[config.mk]
export PLATFORM = sky130hd
export DESIGN_NAME = ffb_scheduler
export DESIGN_NICKNAME = d
export VERILOG_FILES = /design/src/core/ffb_pkg.sv /design/src/core/ffb_gate_eval.sv /design/src/core/ffb_scheduler.sv
export VERILOG_INCLUDE_DIRS = /design/src /design/src/core
export SDC_FILE = /design/constraint.sdc
export NUM_CORES = 1
export LEC_CHECK = 0
export BUFFER_PORTS_ARGS = -buffer_cell sky130_fd_sc_hd__clkbuf_2
export CORE_UTILIZATION = 37
export CTS_BUF_LIST = sky130_fd_sc_hd__clkbuf_16
export CTS_CLUSTER_DIAMETER = 120
export DETAILED_ROUTE_END_ITERATION = 7
export SLEW_MARGIN = 20
export SYNTH_ARGS = -nofsm -noshare
export SYNTH_HDL_FRONTEND = slang
export SYNTH_SLANG_ARGS = --single-unit
[constraint.sdc]
create_clock -name clock -period 8.6 [get_ports clock]
set_input_delay 0.43 -clock clock [delete_from_list [all_inputs] [get_ports clock]]
set_output_delay 0.43 -clock clock [all_outputs]
set_load 0.1 [all_outputs]
[src/core/ffb_cfg.svh]
`ifndef FFB_CFG_SVH
`define FFB_CFG_SVH

// clock and evaluation timing
`define FFB_CLK_HZ          25000000
`define FFB_CYCLE_LIMIT_MS  128
// strictly below the limit, hence the minus one
`define FFB_PERIOD_CYC      ((`FFB_CYCLE_LIMIT_MS * (`FFB_CLK_HZ / 1000)) - 1)

// slot counts
`define FFB_NUM_LOGIC       17
`define FFB_NUM_ARITH       14
`define FFB_NUM_SLOTS       31
`define FFB_NUM_GATES       9
`define FFB_GATES_PER_KIND  3
`define FFB_EXT_W           16
`define FFB_SRC_W           32

// word indices of the register map (byte address = index * 4)
`define FFB_W_CTRL          10'h000
`define FFB_W_STATUS        10'h001
`define FFB_W_COUNT         10'h002
`define FFB_W_LPRIO         10'h010
`define FFB_W_APRIO         10'h030
`define FFB_W_SEL           10'h040

// field positions
`define FFB_CTRL_EN_BIT     0
`define FFB_ST_BUSY_BIT     0
`define FFB_ST_LVL_LSB      1
`define FFB_ST_OUT_LSB      16
`define FFB_SEL_A_LSB       0
`define FFB_SEL_B_LSB       8
`define FFB_SEL_C_LSB       16
`define FFB_SEL_W           5

// reset values
`define FFB_RST_EN          1'b0
`define FFB_RST_PRIO        2'h0
`define FFB_RST_SEL         5'h00

`endif

[src/core/ffb_pkg.sv]
package ffb_pkg;
  typedef logic [1:0] ffb_prio_t;
  typedef enum {FFB_IDLE, FFB_SCAN} ffb_state_t;
  typedef enum {FFB_AND, FFB_OR, FFB_XOR} ffb_gate_kind_t;
endpackage : ffb_pkg

[src/core/ffb_gate_eval.sv]
`timescale 1ns/1ns
module ffb_gate_eval (
  input  ffb_pkg::ffb_gate_kind_t kind,
  input  wire logic               inA,
  input  wire logic               inB,
  input  wire logic               inC,
  output logic                    result
);
  import ffb_pkg::*;

  // three-input gate over all inputs
  always_comb begin
    case (kind)
      FFB_AND: result = inA & inB & inC;
      FFB_OR:  result = inA | inB | inC;
      FFB_XOR: result = inA ^ inB ^ inC;
      default: result = 1'b0;
    endcase
  end
endmodule : ffb_gate_eval

[src/core/ffb_scheduler.sv]
// Decided for this implementation: the plain strobed port and the register addresses.
`timescale 1ns/1ns
`include "ffb_cfg.svh"
module ffb_scheduler #(
  parameter int PERIOD_CYC = `FFB_PERIOD_CYC
) (
  input  wire logic                    clock,
  input  wire logic                    rst_b,
  input  wire logic                    ce,
  input  wire logic [11:0]             addr,
  input  wire logic [31:0]             wdata,
  input  wire logic                    wrStrobe,
  input  wire logic                    rdStrobe,
  output logic      [31:0]             rdata,
  input  wire logic [`FFB_EXT_W-1:0]   extIn,
  output logic      [`FFB_NUM_GATES-1:0] gateOut,
  output logic                         runStrobe,
  output logic      [4:0]              runSlot,
  output ffb_pkg::ffb_prio_t           runLevel,
  output logic                         evalDone
);
  import ffb_pkg::*;

  localparam int NS = `FFB_NUM_SLOTS;
  localparam int NG = `FFB_NUM_GATES;
  localparam logic [4:0] LAST_SLOT = 5'(NS - 1);

  ////////////////////////////////////////////////////////////////////////
  // reset release through two flops
  logic rstMetaQ;
  logic rstN;
  always_ff @(posedge clock or negedge rst_b) begin
    if (!rst_b) begin
      rstMetaQ <= 1'b0;
      rstN     <= 1'b0;
    end else begin
      rstMetaQ <= 1'b1;
      rstN     <= rstMetaQ;
    end
  end

  ////////////////////////////////////////////////////////////////////////
  // register decode
  logic [9:0] wIdx;
  assign wIdx = addr[11:2];

  // true when word index lies in [base, base+n)
  function automatic logic inRange(input logic [9:0] w,
                                   input logic [9:0] base, input int n);
    inRange = (w >= base) && (w < base + 10'(n));
  endfunction : inRange

  // decoded slot priority, arith slots follow logic slots
  function automatic logic [4:0] slotOfWord(input logic [9:0] w);
    logic [9:0] off;
    off = 10'h000;
    if (inRange(w, `FFB_W_LPRIO, `FFB_NUM_LOGIC)) off = w - `FFB_W_LPRIO;
    else off = w - `FFB_W_APRIO + 10'(`FFB_NUM_LOGIC);
    slotOfWord = off[4:0];
  endfunction : slotOfWord

  logic isPrio;
  logic isSel;
  assign isPrio = inRange(wIdx, `FFB_W_LPRIO, `FFB_NUM_LOGIC) ||
                  inRange(wIdx, `FFB_W_APRIO, `FFB_NUM_ARITH);
  assign isSel  = inRange(wIdx, `FFB_W_SEL, NG);

  ////////////////////////////////////////////////////////////////////////
  // software registers
  logic      genEnQ;
  ffb_prio_t prioQ [NS];
  logic [`FFB_SEL_W-1:0] selQ [NG][3];

  // general enable
  always_ff @(posedge clock or negedge rstN) begin
    if (!rstN) genEnQ <= `FFB_RST_EN;
    else if (ce && wrStrobe && wIdx == `FFB_W_CTRL)
      genEnQ <= wdata[`FFB_CTRL_EN_BIT];
  end

  // one priority entry per slot in both tables
  always_ff @(posedge clock or negedge rstN) begin
    if (!rstN) begin
      for (int i = 0; i < NS; i++) prioQ[i] <= `FFB_RST_PRIO;
    end else if (ce && wrStrobe && isPrio) begin
      prioQ[slotOfWord(wIdx)] <= wdata[1:0];
    end
  end

  // input source selects, one word per gate
  always_ff @(posedge clock or negedge rstN) begin
    if (!rstN) begin
      for (int g = 0; g < NG; g++)
        for (int k = 0; k < 3; k++) selQ[g][k] <= `FFB_RST_SEL;
    end else if (ce && wrStrobe && isSel) begin
      selQ[4'(wIdx - `FFB_W_SEL)][0] <= wdata[`FFB_SEL_A_LSB +: 5];
      selQ[4'(wIdx - `FFB_W_SEL)][1] <= wdata[`FFB_SEL_B_LSB +: 5];
      selQ[4'(wIdx - `FFB_W_SEL)][2] <= wdata[`FFB_SEL_C_LSB +: 5];
    end
  end

  ////////////////////////////////////////////////////////////////////////
  // evaluation period timer
  logic [31:0] periodCntQ;
  logic        tick;
  assign tick = (periodCntQ == 32'(PERIOD_CYC - 1));

  // free running, so a cycle starts at most once per period, on the tick
  always_ff @(posedge clock or negedge rstN) begin
    if (!rstN) periodCntQ <= 32'h0000_0000;
    else if (ce) periodCntQ <= tick ? 32'h0000_0000 : periodCntQ + 32'h1;
  end

  ////////////////////////////////////////////////////////////////////////
  // scan: level 3 down to 1, slots 0 upward inside each level
  ffb_state_t stateQ;
  ffb_prio_t  levelQ;
  logic [4:0] slotQ;
  logic       hit;
  logic       lastStep;

  assign hit = (stateQ == FFB_SCAN) && genEnQ &&
               (prioQ[slotQ] == levelQ);
  assign lastStep = (slotQ == LAST_SLOT) && (levelQ == 2'h1);

  always_ff @(posedge clock or negedge rstN) begin
    if (!rstN) begin
      stateQ <= FFB_IDLE;
      levelQ <= 2'h3;
      slotQ  <= 5'h00;
    end else if (ce) begin
      case (stateQ)
        FFB_IDLE: begin
          if (tick) begin
            stateQ <= FFB_SCAN;
            levelQ <= 2'h3;
            slotQ  <= 5'h00;
          end
        end
        FFB_SCAN: begin
          if (slotQ == LAST_SLOT) begin
            slotQ  <= 5'h00;
            levelQ <= levelQ - 2'h1;
            if (lastStep) stateQ <= FFB_IDLE;
          end else begin
            slotQ <= slotQ + 5'h01;
          end
        end
        default: stateQ <= FFB_IDLE;
      endcase
    end
  end

  // run report towards the arithmetic and storage units
  always_ff @(posedge clock or negedge rstN) begin
    if (!rstN) begin
      runStrobe <= 1'b0;
      runSlot   <= 5'h00;
      runLevel  <= 2'h0;
      evalDone  <= 1'b0;
    end else if (ce) begin
      runStrobe <= hit;
      runSlot   <= slotQ;
      runLevel  <= levelQ;
      evalDone  <= (stateQ == FFB_SCAN) && lastStep;
    end
  end

  ////////////////////////////////////////////////////////////////////////
  // gate slots and source interconnect
  logic [`FFB_SRC_W-1:0] srcBus;
  logic [3:0]            gIdx;
  ffb_gate_kind_t        gKind;
  logic                  gateY;

  // sources 0..15 drive signals, 16..24 gate outputs, rest read zero
  assign srcBus = `FFB_SRC_W'({gateOut, extIn});
  assign gIdx   = (slotQ < 5'(NG)) ? slotQ[3:0] : 4'h0;
  assign gKind  = (gIdx < 4'(`FFB_GATES_PER_KIND)) ? FFB_AND :
                  (gIdx < 4'(2 * `FFB_GATES_PER_KIND)) ? FFB_OR : FFB_XOR;

  ffb_gate_eval u_gate (
    .kind   (gKind),
    .inA    (srcBus[selQ[gIdx][0]]),
    .inB    (srcBus[selQ[gIdx][1]]),
    .inC    (srcBus[selQ[gIdx][2]]),
    .result (gateY)
  );

  // later gates see outputs updated earlier in the same cycle
  always_ff @(posedge clock or negedge rstN) begin
    if (!rstN) gateOut <= '0;
    else if (ce) begin
      if (!genEnQ) gateOut <= '0;
      else if (hit && slotQ < 5'(NG)) gateOut[gIdx] <= gateY;
    end
  end

  ////////////////////////////////////////////////////////////////////////
  // cycle counter and read port
  logic [15:0] evalCntQ;
  always_ff @(posedge clock or negedge rstN) begin
    if (!rstN) evalCntQ <= 16'h0000;
    else if (ce && stateQ == FFB_SCAN && lastStep)
      evalCntQ <= evalCntQ + 16'h0001;
  end

  logic [31:0] rdMux;
  always_comb begin
    rdMux = 32'h0000_0000;
    if (wIdx == `FFB_W_CTRL) rdMux[`FFB_CTRL_EN_BIT] = genEnQ;
    else if (wIdx == `FFB_W_STATUS) begin
      rdMux[`FFB_ST_BUSY_BIT] = (stateQ == FFB_SCAN);
      rdMux[`FFB_ST_LVL_LSB +: 2] = levelQ;
      rdMux[`FFB_ST_OUT_LSB +: NG] = gateOut;
    end
    else if (wIdx == `FFB_W_COUNT) rdMux[15:0] = evalCntQ;
    else if (isPrio) rdMux[1:0] = prioQ[slotOfWord(wIdx)];
    else if (isSel) begin
      rdMux[`FFB_SEL_A_LSB +: 5] = selQ[4'(wIdx - `FFB_W_SEL)][0];
      rdMux[`FFB_SEL_B_LSB +: 5] = selQ[4'(wIdx - `FFB_W_SEL)][1];
      rdMux[`FFB_SEL_C_LSB +: 5] = selQ[4'(wIdx - `FFB_W_SEL)][2];
    end
  end

  // data only in the cycle after the strobe, zero elsewhere
  always_ff @(posedge clock or negedge rstN) begin
    if (!rstN) rdata <= 32'h0000_0000;
    else if (ce) rdata <= rdStrobe ? rdMux : 32'h0000_0000;
  end

  ////////////////////////////////////////////////////////////////////////
  // assertions
  property p_gen_off;
    @(posedge clock) disable iff (!rstN)
    runStrobe |-> $past(genEnQ);
  endproperty
  a_gen_off: assert property (p_gen_off)
    else $error("block ran while general enable was off");
  property p_entry_match;
    @(posedge clock) disable iff (!rstN)
    (runStrobe && $past(ce)) |-> $past(prioQ[slotQ]) == runLevel;
  endproperty
  a_entry_match: assert property (p_entry_match)
    else $error("run level differs from slot entry");
  property p_level_range;
    @(posedge clock) disable iff (!rstN)
    runStrobe |-> runLevel != 2'h0;
  endproperty
  a_level_range: assert property (p_level_range)
    else $error("inactive slot was run");
  property p_period;
    @(posedge clock) disable iff (!rstN)
    (ce && stateQ == FFB_IDLE && tick) |=> stateQ == FFB_SCAN;
  endproperty
  a_period: assert property (p_period)
    else $error("evaluation cycle did not start on period tick");
  property p_level_order;
    @(posedge clock) disable iff (!rstN)
    (stateQ == FFB_SCAN && $past(stateQ == FFB_SCAN)) |->
      levelQ <= $past(levelQ);
  endproperty
  a_level_order: assert property (p_level_order)
    else $error("scan moved to a higher level");
  property p_and_src;
    @(posedge clock) disable iff (!rstN)
    (runStrobe && runSlot == 5'h00 && $past(ce)) |->
      gateOut[0] == ($past(srcBus[selQ[0][0]]) &
                     $past(srcBus[selQ[0][1]]) &
                     $past(srcBus[selQ[0][2]]));
  endproperty
  a_and_src: assert property (p_and_src)
    else $error("first gate ignored its selected sources");
  property p_or_gate;
    @(posedge clock) disable iff (!rstN)
    (runStrobe && runSlot == 5'h03 && $past(ce)) |->
      gateOut[3] == ($past(srcBus[selQ[3][0]]) |
                     $past(srcBus[selQ[3][1]]) |
                     $past(srcBus[selQ[3][2]]));
  endproperty
  a_or_gate: assert property (p_or_gate)
    else $error("or gate result wrong");
  c_eval_done: cover property (@(posedge clock) disable iff (!rstN)
    evalDone);
  c_top_level: cover property (@(posedge clock) disable iff (!rstN)
    runStrobe && runLevel == 2'h3);
  c_xor_run: cover property (@(posedge clock) disable iff (!rstN)
    runStrobe && runSlot == 5'h06);
  c_arith_run: cover property (@(posedge clock) disable iff (!rstN)
    runStrobe && runSlot > 5'h10);
endmodule : ffb_scheduler

; ---- Word level (Yosys, flattened, before mapping)
; Index checks and enable logic that the tools add are counted.
[totals]
register_bits = 337
in_bits = 65
output_inout_bits = 50
wordCells = 227
[classes]
addsub = 8
order_cmp = 21
n_eq_ne = 14
n_mux = 75
bitwise_logic = 11
n_reduce_logical = 26
[op_table]
columns = cell, count
row1 = 135-bit bitwise mux, 3
row2 = 15-bit demux with 4-bit select, 3
row3 = 32-bit 2-to-1 mux, 4
row4 = 15-bit binary-select mux with 4-bit select, 2
row5 = 5-bit 2-to-1 mux, 18
row6 = 15-bit 2-to-1 mux, 5
row7 = 32-bit zero test, 2
row8 = 32-bit case mux with 2 select lines, 1
row9 = 62-bit bitwise mux, 1
row10 = 32-bit by 1-bit adder with 32-bit output (second input constant), 1
row11 = 32-bit by 1-bit == test with 1-bit output (second input constant), 1
row12 = 32-bit by 2-bit == test with 1-bit output (second input constant), 1
row13 = 32-bit by 22-bit == test with 1-bit output (second input constant), 1
row14 = 25-bit 2-to-1 mux, 1
row15 = 24-bit 2-to-1 mux, 1
row16 = 2-bit binary-select mux with 5-bit select, 2
row17 = 10-bit by 6-bit < comparator with 1-bit output (second input constant), 2
row18 = 2-bit 2-to-1 mux, 10
row19 = 6-bit greater-or-equal comparator (second input constant), 3
row20 = 5-bit by 6-bit < comparator with 1-bit output (second input constant), 3
row21 = 9-bit 2-to-1 mux, 2
row22 = 5-bit inverter with 6-bit output, 3
row23 = 1-bit logical AND, 17
row24 = 16-bit by 1-bit adder with 16-bit output (second input constant), 1
row25 = other kinds (47), 67

; ---- Depth between registers and ports, before layout
; Gate-level depths: netlist (run 1).
[logic_depth]
depth_word = 16
ltp_mapped = 18
depth_no_buf = 14

; ---- Modules after synthesis
; Synthesis (run 1) repeated with hierarchy kept, for this count alone.
[unflattened]
cells_unflattened = 1560
area_unflattened_um2 = 17249.0
[by_module_without_submodules]
columns = module, n_inst, cells_per_inst, area_each_um2, seq_area_each_um2
row1 = ffb_scheduler, 1, 1538, 17073.9, 7484.7
row2 = ffb_gate_eval, 1, 22, 175.2, 0.0

; ---- Worst setup path before layout (run 1)
; Ideal clock, no wire load.
[synth_path]
kind = register to register
startpoint = register slotQ[0]
endpoint = register gateOut[6]
setup_ps = 123
arrival_time_ps = 4133
required_ps = 8477
setup_slack_ps = 4343
path_stages_with_launch = 16
n_path_buf = 2
period_less_slack_ps = 4257
cell_sequence = dfrtp_1 -> buf_4 -> nor4_2 -> and2_1 -> clkbuf_1 -> nor4_1 -> o22ai_2 -> mux4_2 -> mux2_2 -> a32o_1 -> mux2_2 -> ha_1 -> o21ai_0 -> o31ai_1 -> mux2_1 -> a32o_1
[synth_between]
elab_chain_len = 14
elab_cells_between_ends = 43
classes_between = order compare (5) / eq/ne (4) / mux (21) / bitwise (8) / reduce/logical (5)
[synth_lines]
columns = element, line
row1 = "start, declared", ffb_scheduler.sv:118  ; logic [4:0] slotQ;
row2 = "start signal, assigned", ffb_scheduler.sv:146  ; slotQ <= slotQ + 5'h01;
row3 = 5-bit by 4-bit < comparator with 1-bit output, "ffb_scheduler.sv:178, ffb_scheduler.sv:195"
row4 = 4-bit 2-to-1 mux, ffb_scheduler.sv:178  ; assign gIdx = (slotQ < 5'(NG)) ? slotQ[3:0] : 4'h0;
row5 = 4-bit inverter with 5-bit output (implied by the code), "ffb_scheduler.sv:184, ffb_scheduler.sv:185, ffb_scheduler.sv:186"
row6 = 15-bit binary-select mux with 4-bit select, "ffb_scheduler.sv:184, ffb_scheduler.sv:185, ffb_scheduler.sv:186"
row7 = 15-bit 2-to-1 mux (implied by the code) (2 in series), ffb_scheduler.sv:186  ; .inC (srcBus[selQ[gIdx][2]]),
row8 = "1-bit binary-select mux with 5-bit select, on equally long branches", "ffb_scheduler.sv:184, ffb_scheduler.sv:185"
row9 = "1-bit 2-to-1 mux, on equally long branches", "ffb_scheduler.sv:184, ffb_scheduler.sv:185"
row10 = "1-bit bitwise XOR, or another cell as far along (2 in series)", ffb_gate_eval.sv:16  ; FFB_XOR: result = inA ^ inB ^ inC;
row11 = 1-bit case mux with 3 select lines, ffb_gate_eval.sv:13  ; case (kind)
row12 = 9-bit bitwise mux, ffb_scheduler.sv:195  ; else if (hit && slotQ < 5'(NG)) gateOut[gIdx] <= gateY;
row13 = 9-bit 2-to-1 mux, ffb_scheduler.sv:195
row14 = 9-bit 2-to-1 mux, ffb_scheduler.sv:194  ; if (!genEnQ) gateOut <= '0;
row15 = "end signal, assigned by index", ffb_scheduler.sv:195
row16 = "end, declared", ffb_scheduler.sv:16  ; output logic [`FFB_NUM_GATES-1:0] gateOut,
; Parallel ways exist; a longest one is shown, timed or not. The select of a mux whose other input is x is not followed.
; A chain may end at the register's enable or synchronous reset.

; ---- Final worst setup path (run 1)
; Same ends and word-level chain as after synthesis.

==> results of run 1 <==
## cells in the mapped netlist, types with 9 or more instances
cell type,count
a31oi_1,10
ha_1,13
buf_2,15
buf_1,9
buf_4,9
o21ai_0,55
mux2i_1,28
and3_1,17
o2bb2ai_1,10
o22ai_1,73
nor3_1,18
dfrtp_1,297
nor2_1,103
clkbuf_1,66
a22o_1,12
xnor2_1,35
nand2_1,74
nand3_1,33
a21oi_1,29
xor2_1,15
a22oi_1,25
o221ai_1,12
mux2_2,211
nor4_1,9
nand4_1,19
mux4_2,60
nor4b_1,10
or3_1,16
inv_1,37
## worst max path at each step
stage,slack [ns],to,startpoint,cells after the start
2_1_floorplan,3.71,evalCntQ[0],rstN,0
3_3_place_gp,3.05,gateOut[6],slotQ[0],14
3_5_place_dp,3.39,gateOut[6],slotQ[0],14
4_1_cts,3.35,gateOut[6],slotQ[0],14
5_1_grt,3.06,gateOut[6],slotQ[0],14
6_report,3.35,gateOut[6],slotQ[0],14
## stage by stage
step / cells / util (%) / hold WS (ns) / worst slack [ns]
3_3_place_gp: 2063 / 39.8 / 0.219 / 3.05
3_5_place_dp: 2064 / 39.9 / 0.222 / 3.39
6_report: 2129 / 42.6 / 0.238 / 3.35
5_1_grt: 2128 / 42.6 / 0.246 / 3.06
2_1_floorplan: 1456 / - / 0.134 / 3.71
4_1_cts: 2127 / 42.5 / 0.217 / 3.35
## worst register-to-register path: stages (launching register included)
cell and delay (ns):
dfrtp_2 0.34, buf_4 0.51, or4b_1 0.84, o22ai_1 0.27
nor4_1 0.08, o22ai_2 0.55, mux4_2 0.59, mux2_2 0.27
a32o_1 0.21, mux2_2 0.27, ha_1 0.32, o21ai_0 0.11
o31ai_1 0.13, mux2_1 0.36, a32o_1 0.29
## power by group through the flow
| stage | Sequential [mW] | Clock [mW] | Combinational [mW] |
|---|---|---|---|
| after floorplan | 1.71 | 0 | 1.04 |
| after global placement | 1.55 | 0 | 1.62 |
| after detailed placement | 1.56 | 0 | 1.65 |
| after CTS | 1.53 | 1.55 | 1.65 |
| after global routing | 1.54 | 1.61 | 1.78 |
| final | 1.53 | 1.52 | 1.67 |
## routing by layer
layer  vias to the layer above  GRT usage [%]
met5                         -              0
met4                         4           8.47
met3                       118           3.72
met2                       537           35.5
met1                      6558           29.5
li1                       5611              -
## cells by family after synthesis
| logic type | after synthesis | share of synthesized area [%] |
|---|---|---|
| AOI/OAI and AO/OA | 303 | 12.8 |
| and+or+nand+nor | 344 | 10.4 |
| xor gates and xnor gates | 50 | 2.65 |
| other | 2 | 0.0454 |
| DFF | 299 | 45.3 |
| buffers and inverters | 139 | 3.52 |
| adders and majority gates | 13 | 0.984 |
| muxes | 300 | 24.3 |
## flip-flops by register name, indices dropped and copies added (netlist names)
signal      flops
runStrobe       1
rdata          25
genEnQ          1
levelQ          2
rstN            1
rstMetaQ        1
prioQ          62
evalCntQ       16
periodCntQ     32
selQ          135
stateQ          1
evalDone        1
slotQ           5
runSlot         5
gateOut         9
runLevel        2
## layout make-up
type / count / area [um2]
antenna: 1 / 2.50
tap: 592 / 741
clock inverter: 27 / 289
inverter: 39 / 146
fill: 4170 / 25300
sequential: 299 / 7490
multi-input combinational: 1018 / 8530
clock buffer: 35 / 876
timing repair buffer: 118 / 721
==> metrics.txt, run 1 <==
status finished, final reports clean; most frequent cells in the layout 294 x dfrtp_1, 211 x mux2_2, 103 x nor2_1; flop2flop setup slack 3.35 ns; count of pins over their slew limit 0; maximum fanout along the worst path 41; chip width 213 um; Initial Utilization 37.5%; Avg Cell Area, Syn 11.4 um2; Clk pin slew, worst setup/hold paths 0.06 ns; setup TNS 0 ns; delay-heaviest family, CP compound AO/OA/AOI/OAI gates; Setup CP Type reg -> reg; wl on met1 20.7 mm; site row count 77; worst-margin pin slew 1.21 ns; Sw Share 37.4%; count of different cell masters after synthesis 84; worst-skew pair later-pin latency 0.54 ns; post-CTS sizing 0; Cell Chain, Critical Path buf_4, or4b_1, o22ai_1, nor4_1, o22ai_2, mux4_2, mux2_2, a32o_1, mux2_2, ha_1, o21ai_0, o31ai_1, mux2_1, a32o_1; H-tree Lvls 2; CTS root buffer clkbuf_16; routability congestion estimate 0.857; Ports 115; first-pass GRT wire length 76.9 mm; Final Hold Violating Endpoints 0; CP startpoint kind flip-flop; ys async rst share 100%; Synth Register Bits 299; PortBufs 88; P_int 2.95 mW; CP max-delay cell or4b_1; Clk network pwr share 32.1%; worst r2r dst gateOut[6]; EDFF count, synth 0; DRT antenna net count 0; Cell Pwr Density 251 nW/um2; fin nets 1588; clock skew 0.0176 ns; Hold Buf Count CTS 1; Final Cell Area 18800 um2; share of the synthesized area in the top cell type 45.0%; DR WL met3 3.50 mm; Top Metal Used met5; maximum clock rate 190 MHz; FF-to-FF Start slotQ[0]; met2 wire len 23.1 mm; Area Growth Syn to Fin 13.7%; CTS tree done; Final Setup Violations 0; DRT iter0 DRCs 1025; most common cell after layout, fill and taps aside dfrtp_1; first-pass detailed-route iteration total 5; die area 45500 um2; min Tclk post-route 5.25 ns; predominant post-synthesis flop cell dfrtp_1; vias in the first global route 12714; P_leak 8.51 nW; Post-CTS Setup Inserts 0; DRT Wirelength 49.1 mm; via count 12828; crit path DAT 5.66 ns; Tot Pwr 4.72 mW; P_sw 1.77 mW; reg2reg path depth 14; Gate power share 35.4%; crit share post-route 61.1%; largest net degree at the start of global routing 186; core area 44100 um2; Max Buffers Root-to-Sink 3; sequential share of power 32.5%; Vias/cell 6.03; Post-Syn Area 16500 um2; Global Route Usage Sum 22.0%; Area after DPL 17600 um2; CP required 9.01 ns; routed len/inst 23.1 um; TritonCTS Buffers 34; leading area contributor after synthesis dfrtp_1; critical path capture point type flip-flop; share of post-route cells with drive strength above 1 30.9%; Hold Crit Class in -> async; Post-route DRC 0; Cells after Synth 1450; RSZ-0062 raised after global routing false; GRT overflow 0; register area share after synthesis 45.3%; CTS sink cnt 299; Die Y 213 um; Ys Warns 0; max-cap violations 0; Detail Placement HPWL 31.9 mm; crit-path max cell delay 0.81 ns; peak supply drop 0.212 mV; initial antenna violation count 2; Max-slew headroom 18.9%; CP bufs+invs 1; Area contributors post-synth dfrtp_1 45%, mux2_2 14%, mux4_2 8.2%
Note: power is estimated with default switching activity, not from simulation.
==> run 2: changes to the inputs <==
==> constraint.sdc (replaced) <==
create_clock -name clock -period 5 [get_ports clock]
set_input_delay 0.25 -clock clock [delete_from_list [all_inputs] [get_ports clock]]
set_output_delay 0.25 -clock clock [all_outputs]
set_load 0.1 [all_outputs]
==> metrics.txt, run 2 (same netlist as run 1, synthesis figures left out) <==
status finished, final reports clean (unchanged); Final Setup Violations 0 (unchanged); via count 12855 (was 12828); Area after DPL 17800 um2 (was 17600 um2); max-cap violations 0 (unchanged); CP startpoint kind flip-flop (unchanged); Initial Utilization 37.5% (unchanged); DRT antenna net count 0 (unchanged); crit path DAT 5.12 ns (was 5.66 ns); P_leak 8.64 nW (was 8.51 nW); Clk pin slew, worst setup/hold paths 0.06 ns (about the same); Global Route Usage Sum 21.9% (was 22.0%); count of pins over their slew limit 0 (unchanged); Final Cell Area 19000 um2 (was 18800 um2); critical path capture point type flip-flop (unchanged); Largest Register selQ (unchanged); Clk network pwr share 32.7% (was 32.1%); most common cell after layout, fill and taps aside dfrtp_1 (unchanged); maximum fanout along the worst path 19 (was 41); RSZ-0062 raised after global routing false (unchanged); chip width 213 um (unchanged); routability congestion estimate 0.910 (was 0.857); Max Buffers Root-to-Sink 3 (unchanged); largest net degree at the start of global routing 114 (was 186); maximum clock rate 212 MHz (was 190 MHz); max reg flops 135 (unchanged); core area 44100 um2 (unchanged); DRT Wirelength 49.0 mm (was 49.1 mm); peak supply drop 0.346 mV (was 0.212 mV); GRT overflow 0 (unchanged); Ports 115 (unchanged); P_int 5.28 mW (was 2.95 mW); H-tree Lvls 2 (unchanged); Cell Pwr Density 437 nW/um2 (was 251 nW/um2); TritonCTS Buffers 34 (unchanged); Detail Placement HPWL 33.4 mm (was 31.9 mm); clock skew 0.0180 ns (was 0.0176 ns); setup TNS 0 ns (unchanged); vias in the first global route 12668 (was 12714); share of post-route cells with drive strength above 1 31.8% (was 30.9%); CTS tree done (unchanged); routed len/inst 22.8 um (was 23.1 um); Post-route DRC 0 (unchanged); Sw Share 36.3% (was 37.4%); first-pass GRT wire length 76.4 mm (was 76.9 mm); most frequent cells in the layout 294 x dfrtp_1, 211 x mux2_2, 103 x nor2_1 (unchanged); crit share post-route 94.2% (was 61.1%); P_sw 3.01 mW (was 1.77 mW); min Tclk post-route 4.71 ns (was 5.25 ns); post-layout util 43.0% (was 42.6%); Setup CP Type reg -> reg (unchanged); PortBufs 88 (unchanged); CTS sink cnt 299 (unchanged); Max-slew headroom 22.9% (was 18.9%); initial antenna violation count 2 (unchanged); post-CTS sizing 0 (unchanged); CTS root buffer clkbuf_16 (unchanged); die area 45500 um2 (unchanged); fin nets 1614 (was 1588); Hold Crit Class in -> async (unchanged); DRT iter0 DRCs 1328 (was 1025); Final Hold Violating Endpoints 0 (unchanged); first-pass detailed-route iteration total 7 (was 5); Gate power share 35.2% (was 35.4%); site row count 77 (unchanged); sequential share of power 32.1% (was 32.5%); Vias/cell 5.97 (was 6.03); CP required 5.41 ns (was 9.01 ns); Die Y 213 um (unchanged); worst-margin pin slew 1.15 ns (was 1.21 ns); Area Growth Syn to Fin 14.8% (was 13.7%); Largest regs selQ (135), prioQ (62), periodCntQ (32) (unchanged); worst-skew pair later-pin latency 0.53 ns (was 0.54 ns)
## run 2: cell types whose count changed in the layout (fill, tap and decap cells not counted), moves of 2 or more
cell       change
clkinv_8       -2
clkinv_2       -4
buf_16         -2
inv_1          +3
bufinv_16      +3
buf_4         +28
## run 2: final timing paths
| path | from | endpoint | slack (ns) | depth (start not counted) |
|---|---|---|---|---|
| hold reg to reg | rstMetaQ | rstN | 0.35 | 0 |
| setup / recovery | slotQ[3] | gateOut[6] | 0.29 | 15 |
| max in group asynchronous | rstN | selQ[112] | 3.31 | 1 |
| hold / removal | rst_b | rstMetaQ | 0.06 | 2 |
| setup reg to reg | slotQ[3] | gateOut[6] | 0.29 | 15 |
| min in group clock | rdStrobe | rdata[20] | 0.08 | 3 |
## run 2: repair_timing
item | 4_1_cts | 5_1_grt
setup buffers | 0 | 0
endpoints found under the hold margin | 2 | 0
hold buffers | 1 | 0
## run 2: cell type report
class | instances | area, um2
Sequential cell | 299 | 7490
Tap cell | 592 | 741
Timing Repair Buffer | 144 | 876
Fill cell | 4201 | 25100
Clock buffer | 35 | 876
Inverter | 39 | 146
Antenna cell | 1 | 2.50
Clock inverter | 26 | 333
Multi-Input combinational cell | 1018 | 8520
## run 2: metal layers
layer,vias up,part of all wire [%],global-route usage (%)
met5,-,0.043,0
met4,4,3.6,8.60
met3,114,7.2,3.98
met2,542,47,35.5
met1,6546,42,29.1
li1,5649,-,-
## run 2: worst max-delay path: stages (launching register included)
cell	delay [ns]
dfrtp_1	0.41
buf_4	0.22
or2_2	0.29
nor2_1	0.53
o22ai_1	0.15
o21ai_0	0.25
nand2_1	0.35
mux4_2	0.40
mux2_2	0.27
a32o_1	0.22
mux2_2	0.27
ha_1	0.32
o21ai_0	0.13
o31ai_1	0.15
mux2_1	0.33
a32o_1	0.27
## run 2: power by group through the flow
stage | clock network (mW) | registers [mW] | logic, mW
after global routing | 2.86 | 2.68 | 3.10
after global placement | 0 | 2.70 | 2.82
final | 2.71 | 2.67 | 2.92
after detailed placement | 0 | 2.70 | 2.86
after floorplan | 0 | 2.95 | 1.80
after CTS | 2.77 | 2.66 | 2.87
## run 2: stage by stage
stage | hold WS (ns) | std cells | power [mW] | worst slack (ns)
2_1_floorplan | -0.0456 | 1456 | 4.75 | 0.107
3_3_place_gp | 0.0375 | 2091 | 5.52 | 0.563
3_5_place_dp | 0.0438 | 2091 | 5.56 | 0.464
4_1_cts | 0.0481 | 2153 | 8.30 | 0.402
5_1_grt | 0.0678 | 2153 | 8.64 | 0.195
6_report | 0.0570 | 2154 | 8.29 | 0.292
